**src/hdl/agptp_pkg.sv**
```systemverilog
// shared constants and carrier types for the graphics port target
package agptp_pkg;
  // frame-protocol command codes (pci encoding)
  localparam logic [3:0] CMD_MEM_READ    = 4'h6;
  localparam logic [3:0] CMD_MEM_WRITE   = 4'h7;
  localparam logic [3:0] CMD_MEM_RD_MULT = 4'hC;
  localparam logic [3:0] CMD_MEM_RD_LINE = 4'hE;
  localparam logic [3:0] CMD_MEM_WR_INV  = 4'hF;
  // byte enables driven while returning read data
  localparam logic [3:0] RD_RETURN_CBE   = 4'h0;
  // grant status codes
  localparam logic [2:0] ST_RD_LOW       = 3'h0;
  localparam logic [2:0] ST_RD_HIGH      = 3'h1;
  localparam logic [2:0] ST_WR_LOW       = 3'h2;
  localparam logic [2:0] ST_WR_HIGH      = 3'h3;
  localparam logic [2:0] ST_START        = 3'h7;
  // default memory window, size as address bits
  localparam logic [31:0] MEM_BASE       = 32'h0000_0000;
  localparam int          MEM_BITS       = 28;
  // fifo depth and width
  localparam int          FIFO_DEPTH     = 16;
  localparam int          FIFO_WIDTH     = 36;
  // target stop timeout in data-phase clocks waited without a transfer
  localparam logic [2:0]  DEVSEL_WAIT    = 3'h3;

  // one address/data phase as seen on the port
  typedef struct packed {
    logic [31:0] ad;
    logic [3:0]  cbe_n;
  } agptp_phase_s;

  // enqueue mechanism chosen after reset
  typedef enum logic {AGPTP_PIPE, AGPTP_SIDEBAND} agptp_mech_e;
endpackage

```
**src/hdl/agptp_fifo.sv**
```systemverilog
// parameterised synchronous fifo with valid/ready on both sides
`timescale 1ns/1ps
module agptp_fifo
  import agptp_pkg::*;
#(
  parameter int WIDTH = FIFO_WIDTH,
  parameter int DEPTH = FIFO_DEPTH
)(
  input  wire logic             sys_clk,
  input  wire logic             rst,
  input  wire logic [WIDTH-1:0] in_data,
  input  wire logic             in_valid,
  output logic                  in_ready,
  output logic      [WIDTH-1:0] out_data,
  output logic                  out_valid,
  input  wire logic             out_ready
);
  localparam int AW = $clog2(DEPTH);

  logic [WIDTH-1:0] mem_r [DEPTH];  // storage
  logic [AW:0]      wr_r;           // write pointer with wrap bit
  logic [AW:0]      rd_r;           // read pointer with wrap bit

  wire full  = (wr_r[AW] != rd_r[AW]) && (wr_r[AW-1:0] == rd_r[AW-1:0]);
  wire empty = (wr_r == rd_r);
  wire push  = in_valid && !full;
  wire pop   = out_ready && !empty;

  assign in_ready  = !full;
  assign out_valid = !empty;
  assign out_data  = mem_r[rd_r[AW-1:0]];

  // pointer update; memory has no reset
  always_ff @(posedge sys_clk)
  begin
    if (push)
      mem_r[wr_r[AW-1:0]] <= in_data;
    if (rst)
    begin
      wr_r <= '0;
      rd_r <= '0;
    end
    else
    begin
      wr_r <= wr_r + (AW+1)'(push);
      rd_r <= rd_r + (AW+1)'(pop);
    end
  end
endmodule

```
**src/hdl/agptp_target.sv**
```systemverilog
// graphics port target signalling: frame protocol, enqueue capture, grant
`timescale 1ns/1ps
module agptp_target
  import agptp_pkg::*;
#(
  parameter logic [31:0] WIN_BASE = MEM_BASE,
  parameter int          WIN_BITS = MEM_BITS
)(
  input  wire logic        sys_clk,
  input  wire logic        system_reset_in_n,
  input  wire logic        rst,
  // mechanism chosen by configuration software
  input  wire logic        cfg_sideband_mode,
  // enqueue pins (sideband and pipelined) and read buffer full
  input  wire logic        sideband_strobe,
  input  wire logic [7:0]  sideband_address_bus,
  input  wire logic        port_pipe_n,
  input  wire logic        read_buffer_full_n,
  // frame protocol pins, split into in/out/enable
  input  wire logic        port_frame_n_i,
  output logic             port_frame_n_o,
  output logic             port_frame_n_oe,
  input  wire logic        port_initiator_ready_n,
  output logic             port_target_ready_n_o,
  output logic             port_target_ready_n_oe,
  output logic             port_stop_n_o,
  output logic             port_stop_n_oe,
  input  wire logic        port_device_select_n_i,
  output logic             port_device_select_n_o,
  output logic             port_device_select_n_oe,
  input  wire logic        port_parity_error_n_i,
  output logic             port_parity_error_n_o,
  output logic             port_parity_error_n_oe,
  input  wire logic        port_system_error_n,
  input  wire logic        port_request_n,
  output logic             port_grant_n,
  output logic [2:0]       grant_status,
  input  wire logic [31:0] port_addr_data_i,
  output logic [31:0]      port_addr_data_o,
  output logic             port_addr_data_oe,
  input  wire logic [3:0]  port_cmd_byte_en_n_i,
  output logic [3:0]       port_cmd_byte_en_n_o,
  output logic             port_cmd_byte_en_n_oe,
  input  wire logic        port_parity_i,
  output logic             port_parity_o,
  output logic             port_parity_oe,
  output logic             low_half_data_strobe_o,
  output logic             low_half_data_strobe_oe,
  output logic             high_half_data_strobe_o,
  output logic             high_half_data_strobe_oe,
  // user side: write data stream out, read data in
  output logic [35:0]      wr_data,
  output logic             wr_valid,
  input  wire logic        wr_ready,
  input  wire logic [31:0] rd_data,
  input  wire logic        rd_valid,
  input  wire logic        rd_high_prio,
  output logic             rd_ready,
  // captured enqueue requests
  output logic [35:0]      req_data,
  output logic             req_valid,
  output logic             req_sideband,
  output logic             locked_seen,
  output logic             pci_system_error_n
);
  // ------------------------------------------------------------------
  // helpers
  // ------------------------------------------------------------------
  // even parity over data and command lines
  function automatic logic even_par(input logic [31:0] ad, input logic [3:0] cbe);
    even_par = ^{ad, cbe};
  endfunction

  // memory write commands
  function automatic logic is_write(input logic [3:0] c);
    is_write = (c == CMD_MEM_WRITE) || (c == CMD_MEM_WR_INV);
  endfunction

  // ------------------------------------------------------------------
  // reset and input synchronisers
  // ------------------------------------------------------------------
  logic [1:0] system_reset_in_n_r;       // system reset sync
  logic       port_rst;      // combined reset for port logic
  assign port_rst = rst | system_reset_in_n_r[1];

  logic [1:0] frame_s_r, irdy_s_r, devsel_s_r, pipe_s_r, rbf_s_r, req_s_r, serr_s_r;
  logic [1:0] sideband_strobe_s_r;
  logic [7:0] sba_m_r, sba_s_r;   // sideband address two stages
  logic       sideband_strobe_d_r;         // previous synchronised strobe
  agptp_phase_s ph_m_r, ph_s_r;  // address/data lines two stages
  logic [1:0]   par_s_r;

  // two flops on every pin input except parity error sense; first stage read only by second
  always_ff @(posedge sys_clk)
  begin
    system_reset_in_n_r    <= {system_reset_in_n_r[0], ~system_reset_in_n};
    frame_s_r  <= {frame_s_r[0], port_frame_n_i};
    irdy_s_r   <= {irdy_s_r[0], port_initiator_ready_n};
    devsel_s_r <= {devsel_s_r[0], port_device_select_n_i};
    pipe_s_r   <= {pipe_s_r[0], port_pipe_n};
    rbf_s_r    <= {rbf_s_r[0], read_buffer_full_n};
    req_s_r    <= {req_s_r[0], port_request_n};
    serr_s_r   <= {serr_s_r[0], port_system_error_n};
    sideband_strobe_s_r  <= {sideband_strobe_s_r[0], sideband_strobe};
    sba_m_r    <= sideband_address_bus;
    sba_s_r    <= sba_m_r;
    ph_m_r     <= '{ad: port_addr_data_i, cbe_n: port_cmd_byte_en_n_i};
    ph_s_r     <= ph_m_r;
    par_s_r    <= {par_s_r[0], port_parity_i};
    sideband_strobe_d_r  <= sideband_strobe_s_r[1];
  end

  wire frame_n  = frame_s_r[1];
  wire irdy_n   = irdy_s_r[1];
  wire pipe_n   = pipe_s_r[1];
  wire rbf_n    = rbf_s_r[1];
  wire sb_edge  = sideband_strobe_s_r[1] & ~sideband_strobe_d_r;

  // ------------------------------------------------------------------
  // mechanism latch and system error forwarding
  // ------------------------------------------------------------------
  agptp_mech_e mech_r;  // fixed after reset
  logic        cfg_done_r;
  always_ff @(posedge sys_clk)
  begin
    if (port_rst)
    begin
      mech_r     <= AGPTP_PIPE;
      cfg_done_r <= 1'b0;
    end
    else if (!cfg_done_r)
    begin
      mech_r     <= cfg_sideband_mode ? AGPTP_SIDEBAND : AGPTP_PIPE;
      cfg_done_r <= 1'b1;
    end
  end
  assign req_sideband = (mech_r == AGPTP_SIDEBAND);

  // error held one slow tick so the slower domain sees it
  logic half_r, serr_r;
  always_ff @(posedge sys_clk)
  begin
    if (port_rst)
    begin
      half_r <= 1'b0;
      serr_r <= 1'b1;
    end
    else
    begin
      half_r <= ~half_r;
      if (half_r)
        serr_r <= serr_s_r[1];
    end
  end
  assign pci_system_error_n = serr_r;

  // ------------------------------------------------------------------
  // enqueue capture: pipelined or sideband, never both
  // ------------------------------------------------------------------
  logic [35:0] req_r;
  logic        reqv_r;
  always_ff @(posedge sys_clk)
  begin
    if (port_rst)
    begin
      req_r  <= '0;
      reqv_r <= 1'b0;
    end
    else if (mech_r == AGPTP_PIPE)
    begin
      reqv_r <= ~pipe_n;
      req_r  <= {ph_s_r.cbe_n, ph_s_r.ad};
    end
    else
    begin
      reqv_r <= sb_edge;
      req_r  <= {28'h0, sba_s_r};
    end
  end
  assign req_data  = req_r;
  assign req_valid = reqv_r;

  // ------------------------------------------------------------------
  // arbitration: grant with status
  // ------------------------------------------------------------------
  logic       gnt_r;
  logic [2:0] st_r;
  wire  rd_lo_block = rd_valid && !rd_high_prio && !rbf_n;
  wire  rd_return   = rd_valid && !rd_lo_block;
  always_ff @(posedge sys_clk)
  begin
    if (port_rst)
    begin
      gnt_r <= 1'b1;
      st_r  <= ST_START;
    end
    else if (rd_return)
    begin
      gnt_r <= 1'b0;
      st_r  <= rd_high_prio ? ST_RD_HIGH : ST_RD_LOW;
    end
    else if (!req_s_r[1])
    begin
      gnt_r <= 1'b0;
      st_r  <= ST_START;
    end
    else
    begin
      gnt_r <= 1'b1;
      st_r  <= ST_START;
    end
  end
  assign port_grant_n = gnt_r;
  assign grant_status = st_r;

  // ------------------------------------------------------------------
  // frame protocol target state machine
  // ------------------------------------------------------------------
  typedef enum {T_IDLE, T_DECODE, T_DATA, T_STOP, T_TURN} agptp_tst_e;
  agptp_tst_e st_q, st_nxt;
  logic       wr_cyc_r;          // current transaction is a write
  logic [2:0] wait_r;            // clocks waited in data phase without transfer
  logic       devsel_r, trdy_r, stop_r, drive_r;
  logic [31:0] ad_r;
  logic        par_out_r, par_chk_r;  // pending parity check
  logic        perr_r;

  wire addr_phase = (st_q == T_IDLE) && !frame_n;
  wire hit = (ph_s_r.ad[31:WIN_BITS] == WIN_BASE[31:WIN_BITS]);
  wire cmd_ok = (ph_s_r.cbe_n == CMD_MEM_READ) || (ph_s_r.cbe_n == CMD_MEM_RD_MULT)
              || (ph_s_r.cbe_n == CMD_MEM_RD_LINE) || is_write(ph_s_r.cbe_n);
  wire fifo_in_ready;
  wire data_xfer = !trdy_r && !irdy_n;
  wire can_go = wr_cyc_r ? fifo_in_ready : rd_valid;
  wire other_sel = !devsel_s_r[1] && devsel_r;

  // next-state decode
  always_comb
  begin
    st_nxt = st_q;
    case (st_q)
      T_IDLE:   if (addr_phase) st_nxt = (hit && cmd_ok) ? T_DECODE : T_TURN;
      T_DECODE: st_nxt = T_DATA;
      T_DATA:   if (frame_n && data_xfer) st_nxt = T_TURN;
                else if (!can_go && wait_r == DEVSEL_WAIT) st_nxt = T_STOP;
      T_STOP:   if (frame_n) st_nxt = T_TURN;
      T_TURN:   st_nxt = T_IDLE;
      default:  st_nxt = T_IDLE;
    endcase
  end

  // state and handshake registers
  always_ff @(posedge sys_clk)
  begin
    if (port_rst)
    begin
      st_q     <= T_IDLE;
      wr_cyc_r <= 1'b0;
      wait_r   <= '0;
      devsel_r <= 1'b1;
      trdy_r   <= 1'b1;
      stop_r   <= 1'b1;
      drive_r  <= 1'b0;
    end
    else
    begin
      st_q     <= st_nxt;
      if (addr_phase)
        wr_cyc_r <= is_write(ph_s_r.cbe_n);
      wait_r   <= (st_nxt == T_DATA && !data_xfer) ? 3'(wait_r + 3'h1) : 3'h0;
      devsel_r <= !(st_nxt == T_DATA || st_nxt == T_STOP);
      trdy_r   <= !(st_nxt == T_DATA && can_go);
      stop_r   <= !(st_nxt == T_STOP);
      drive_r  <= (st_nxt == T_DATA) && !wr_cyc_r && !(addr_phase);
    end
  end

  // read data and outgoing parity
  always_ff @(posedge sys_clk)
  begin
    if (port_rst)
    begin
      ad_r      <= '0;
      par_out_r <= 1'b0;
    end
    else
    begin
      ad_r      <= rd_data;
      par_out_r <= even_par(ad_r, RD_RETURN_CBE);
    end
  end

  // parity check on write data, error one clock after parity
  always_ff @(posedge sys_clk)
  begin
    if (port_rst)
    begin
      par_chk_r <= 1'b0;
      perr_r    <= 1'b1;
    end
    else
    begin
      par_chk_r <= wr_cyc_r && data_xfer && (mech_r == AGPTP_PIPE || 1'b1);
      perr_r    <= !(par_chk_r && (even_par(ph_s_r.ad, ph_s_r.cbe_n) != par_s_r[1]));
    end
  end

  assign rd_ready = !trdy_r && !irdy_n && !wr_cyc_r;

  // pin drivers; frame only sensed, pull-up is external to logic
  assign port_frame_n_o           = 1'b1;
  assign port_frame_n_oe          = 1'b0;
  assign port_target_ready_n_o    = trdy_r;
  assign port_target_ready_n_oe   = (st_q != T_IDLE);
  assign port_stop_n_o            = stop_r;
  assign port_stop_n_oe           = (st_q != T_IDLE);
  assign port_device_select_n_o   = devsel_r;
  assign port_device_select_n_oe  = (st_q != T_IDLE);
  assign port_parity_error_n_o    = perr_r;
  assign port_parity_error_n_oe   = !perr_r;
  assign port_addr_data_o         = ad_r;
  assign port_addr_data_oe        = drive_r;
  assign port_cmd_byte_en_n_o     = RD_RETURN_CBE;
  assign port_cmd_byte_en_n_oe    = drive_r;
  assign port_parity_o            = par_out_r;
  assign port_parity_oe           = drive_r;
  assign low_half_data_strobe_o   = 1'b0;
  assign low_half_data_strobe_oe  = drive_r;
  assign high_half_data_strobe_o  = 1'b0;
  assign high_half_data_strobe_oe = drive_r;
  assign locked_seen              = 1'b0;

  // ------------------------------------------------------------------
  // write data buffer
  // ------------------------------------------------------------------
  agptp_fifo #(.WIDTH(FIFO_WIDTH), .DEPTH(FIFO_DEPTH)) u_wr_fifo (
    .sys_clk   (sys_clk),
    .rst       (port_rst),
    .in_data   ({ph_s_r.cbe_n, ph_s_r.ad}),
    .in_valid  (wr_cyc_r && data_xfer),
    .in_ready  (fifo_in_ready),
    .out_data  (wr_data),
    .out_valid (wr_valid),
    .out_ready (wr_ready)
  );
endmodule

```
**config.mk**
```make
export PLATFORM = sky130hd
export DESIGN_NAME = agptp_target
export DESIGN_NICKNAME = d
export VERILOG_FILES = /design/src/hdl/agptp_pkg.sv /design/src/hdl/agptp_fifo.sv /design/src/hdl/agptp_target.sv
export SDC_FILE = /design/constraint.sdc
export NUM_CORES = 1
export LEC_CHECK = 0
export BUFFER_PORTS_ARGS = -buffer_cell sky130_fd_sc_hd__buf_2
export CAP_MARGIN = 10
export CORE_MARGIN = 1
export CORE_UTILIZATION = 53
export DETAILED_ROUTE_END_ITERATION = 10
export GPL_ROUTABILITY_DRIVEN = 0
export PLACE_DENSITY = 0.71
export SLEW_MARGIN = 20
export SYNTH_ARGS = -nofsm -noshare
export SYNTH_HDL_FRONTEND = slang
export SYNTH_SLANG_ARGS = --single-unit
```
**constraint.sdc**
```tcl
create_clock -name sys_clk -period 4.2 [get_ports sys_clk]
set_input_delay 0.84 -clock sys_clk [delete_from_list [all_inputs] [get_ports sys_clk]]
set_output_delay 0.84 -clock sys_clk [all_outputs]
set_load 0.1 [all_outputs]
```
==> run summary <==
In the final timing run, aggregate negative setup slack is 0 ns. The most used flip-flop cell after synthesis was edfxtp_1. Entering global routing, the biggest net connects 85 pins.

Summing all non-filler instances in the final layout gives an area of 33500 µm². The pin slew with the least headroom to its limit is 0.976 ns, and the via count of the first global-routing pass is 14.0k. The destination of the worst hold path was ph_s_r[9]$_DFF_P_. The worst hold path cell count is 0.

The logs give 0.91 ns for the worst reg-to-reg setup slack and 30500 µm for the placed wire-length estimate after detailed placement. The critical path contains buffers and inverters numbering 2 combined. Residual DRC count: 10. The commonest cells after synthesis are 576 x edfxtp_1, 236 x dfxtp_1, 178 x mux4_2, 58 x and2_1, 55 x xnor2_1.

The run gives 34.9% as the relative max-transition margin. The top cell type by total area after synthesis is edfxtp_1. In the final design database the tool counted 1760 nets.

The synthesis warning total is 0. The number of vias in the routed layout was 13.3k; the synthesized netlist cell count was 1347. The run gives 85500 µm as the global-route wire length before repair.

For the instance area at placement, the log shows 30700 µm². For the worst setup path, the data required time is 3.36 ns. In the post-synthesis netlist, the biggest area contributors are edfxtp_1 61%, dfxtp_1 17%, mux4_2 14%. The chip width is 234 µm. The floorplan step defined a die boundary enclosing 54700 µm².

Among the stages of the critical path, the cell type that occurs most often is mux4_2. Setup repair after global routing left no endpoint under its margin. The tools report the initial core utilization as 53.9%. The critical path in this run is classified as flip-flop to output pin. Number of setup violations in the final report: 0. After synthesis the cells add up to 28500 µm². The number of setup buffers added after CTS is 0.

The placed cell count was 2258; the biggest fanout along the worst timing path was 67. Yosys mapped a number of flops with a built-in enable equal to 576. In the final routed layout, each cell accounts on average for 23.8 µm. In the global route stage, overall resource usage came out at 21.7%. The floorplan step defined a core boundary enclosing 52900 µm². Across the VDD grid, the largest voltage drop is 0.420 mV. The average footprint of a synthesized cell was 21.2 µm². The routed design has 57400 µm of wire.

The post-layout instance count excluding filler cells is 2412, and the overall die height is 234 µm. The tool flagged a number of max-cap violations equal to 0. The synthesis-to-layout area growth works out to 17.5%.

The first detailed-routing pass took 10 iterations. Gates resized during post-CTS repair numbered 0. Sum of overflow across all layers after global routing: 0. The signal on the critical path passes through buf_12, mux4_2, mux4_2, buf_2. 229 I/O pins were placed. In the finished design, the share of the clock period the worst path needs comes to 92.8%. The fraction of post-synthesis cell area in the top cell type by area works out to 60.7%. The power density relative to cell area works out to 500 nW/µm².

The hold path startpoint was ph_m_r[9]$_DFF_P_. The logs give 0 for the number of antenna violations at the first check in global routing and 3596 for the total of fill cells in the finished design. The post-route netlist has 34.1% of its cells at a drive strength greater than 1. On the final layout, the worst hold slack is 0.321 ns. In the final layout, the multi-input gates occupy 6230 µm². The critical-path cell with the highest stage delay was mux4_2. The tools report the peak clock frequency supported by timing as 257 MHz. In this run the static leakage power is 11.5 nW.

On the critical path the largest part of the delay comes from multiplexers. The floorplan has 84 rows. TritonCTS built the clock tree. After clock tree synthesis, the clock-pin slew on the worst setup and hold paths is 0.06 ns.

After the first detailed-routing iteration, the DRC count stood at 1065. The endpoint of the most critical register-to-register path was port_parity_error_n_o$_SDFF_PN1_. After detailed routing, the number of vias per cell comes to 5.51. The worst clock skew is 0.0227 ns. The buffer cell driving the clock tree root was clkbuf_16. The checks that failed: design-rule violations. The run gives 3 as the depth of the CTS H-tree.

TritonCTS created 82 clock buffers. Yosys instantiated no cell more often than edfxtp_1. The post-synthesis async set-or-reset flop share is 0%, and the final count of hold timing violations is 0. The number of hold buffers added after CTS came out at 0. The category of the worst setup path capture point is an output pin. The proportion of synthesized chip area in sequential cells is 77.3%, and the number of sinks driven by the clock tree is 812. The data arrival time of the critical path is 3.06 ns, and the maximum number of buffers from clock root to sink is 3. The tools report the type of origin of the critical path as a flip-flop. The worst register-to-register path begins at ph_s_r[35]$_DFF_P_. The worst hold path belongs to the class flip-flop to flip-flop.

The synthesized design contains 812 register bits. Counting I/O delays and the setup requirement, the final critical path takes 3.90 ns. The max-slew violation count was 0. The depth of the worst register-to-register path was 8. The later pin in the worst-skew pair is clocked with a latency of 0.61 ns. The detail route stage leaves a number of antenna-violating nets equal to 0. The number of distinct library cells after synthesis is 49, and the register area is 22000 µm². The number of buffers added on ports was 217. The flow ran to the end, but the final reports show violations.

For this run, the slowest stage of the critical path takes 0.59 ns.
[per-stage QoR]
stage / util, % / total power [mW] / setup slack (ns)
2_1_floorplan: - / 9.38 / 0.492
3_3_place_gp: 58.1 / 9.57 / 0.873
3_5_place_dp: 58.1 / 9.58 / 0.881
4_1_cts: 63.3 / 16.9 / 0.214
5_1_grt: 63.3 / 17.2 / 0.168
6_report: 63.3 / 16.7 / 0.302
[sequential cells by signal (all words and copies together), names as in the netlist, 2 cells and up]
| name | flops |
|---|---|
| u_wr_fifo.mem_r | 576 |
| ph_m_r | 36 |
| ph_s_r | 36 |
| req_data | 36 |
| port_addr_data_o | 32 |
| st_q | 32 |
| sba_m_r | 8 |
| sba_s_r | 8 |
| u_wr_fifo.rd_r | 5 |
| u_wr_fifo.wr_r | 5 |
| wait_r | 3 |
| frame_s_r | 2 |
| grant_status | 2 |
| irdy_s_r | 2 |
| par_s_r | 2 |
| pipe_s_r | 2 |
| rbf_s_r | 2 |
| req_s_r | 2 |
| serr_s_r | 2 |
| sideband_strobe_s_r | 2 |
| system_reset_in_n_r | 2 |
[worst max path at each step]
stage,from,slack (ns),cells after the start,endpoint
final,u_wr_fifo.rd_r[0]$_SDFF_PN0_,0.30,4,wr_data[17]
after global routing,u_wr_fifo.rd_r[0]$_SDFF_PN0_,0.17,4,wr_data[13]
after CTS,u_wr_fifo.rd_r[0]$_SDFF_PN0_,0.21,4,wr_data[0]
after detailed placement,u_wr_fifo.rd_r[0]$_SDFF_PN0_,0.88,4,wr_data[0]
after global placement,u_wr_fifo.rd_r[0]$_SDFF_PN0_,0.87,4,wr_data[0]
after floorplan,port_target_ready_n_o$_SDFF_PN1_,0.49,5,u_wr_fifo.mem_r[1][0]$_DFFE_PP_
[cell families (layout without fill, tap and decap cells)]
group | after synthesis | count (layout) | synth area share [%]
flip-flops | 812 | 812 | 77.3
XOR/XNOR | 73 | 73 | 2.29
multiplexers | 190 | 190 | 14.6
other | 2 | 39 | 0.0264
buffers and inverters | 87 | 427 | 1.81
AO/OA/AOI/OAI | 17 | 17 | 0.492
AND/OR/NAND/NOR | 153 | 153 | 2.93
adder cells (fa/ha/maj) | 13 | 13 | 0.571
[area by class of cell]
type                    count  area share [%]
well taps                 688            2.57
inverters                  15           0.168
clock inverters            28           0.897
multi-input cells         484            18.6
diodes                      1         0.00748
flip-flops and latches    812            65.8
clock buffers             125            7.36
repair buffers            259            4.56
[per-layer routing]
layer / track usage [%] / up-vias / part of all wire [%]
met5: 0 / - / 0
met4: 6.05 / 0 / 2.1
met3: 4.66 / 100 / 7.1
met2: 35.9 / 525 / 50
met1: 29.4 / 6812 / 41
li1: - / 5865 / -
[report_power, final]
| part | leakage (nW) | internal (mW) | switching, mW |
|---|---|---|---|
| clock network | 1.36 | 4.42 | 2.91 |
| registers | 7.14 | 8.66 | 0.101 |
| logic | 2.99 | 0.183 | 0.461 |
[layout by cell type, fill, tap and decap left out, types with 4 or more instances in the layout]
| master | synthesis | layout |
|---|---|---|
| mux4_2 | 178 | 178 |
| clkinv_2 | 0 | 11 |
| nand2b_1 | 4 | 4 |
| xor2_1 | 17 | 17 |
| conb_1 | 2 | 38 |
| mux2i_1 | 10 | 10 |
| xnor2_1 | 55 | 55 |
| and2_1 | 58 | 58 |
| clkbuf_16 | 0 | 88 |
| bufinv_16 | 0 | 6 |
| nor4_1 | 7 | 7 |
| nor3_4 | 0 | 4 |
| inv_1 | 15 | 15 |
| nor2_1 | 41 | 28 |
| ha_1 | 13 | 13 |
| buf_2 | 20 | 217 |
| nand2_1 | 7 | 7 |
| buf_4 | 16 | 32 |
| nor3_1 | 16 | 12 |
| clkbuf_1 | 26 | 24 |
| nor2_4 | 0 | 12 |
| buf_12 | 5 | 10 |
| nand3_1 | 6 | 6 |
| clkinv_1 | 0 | 5 |
| clkbuf_8 | 0 | 12 |
| dfxtp_1 | 236 | 232 |
| edfxtp_1 | 576 | 576 |
Power figures use the tool's default switching activity.
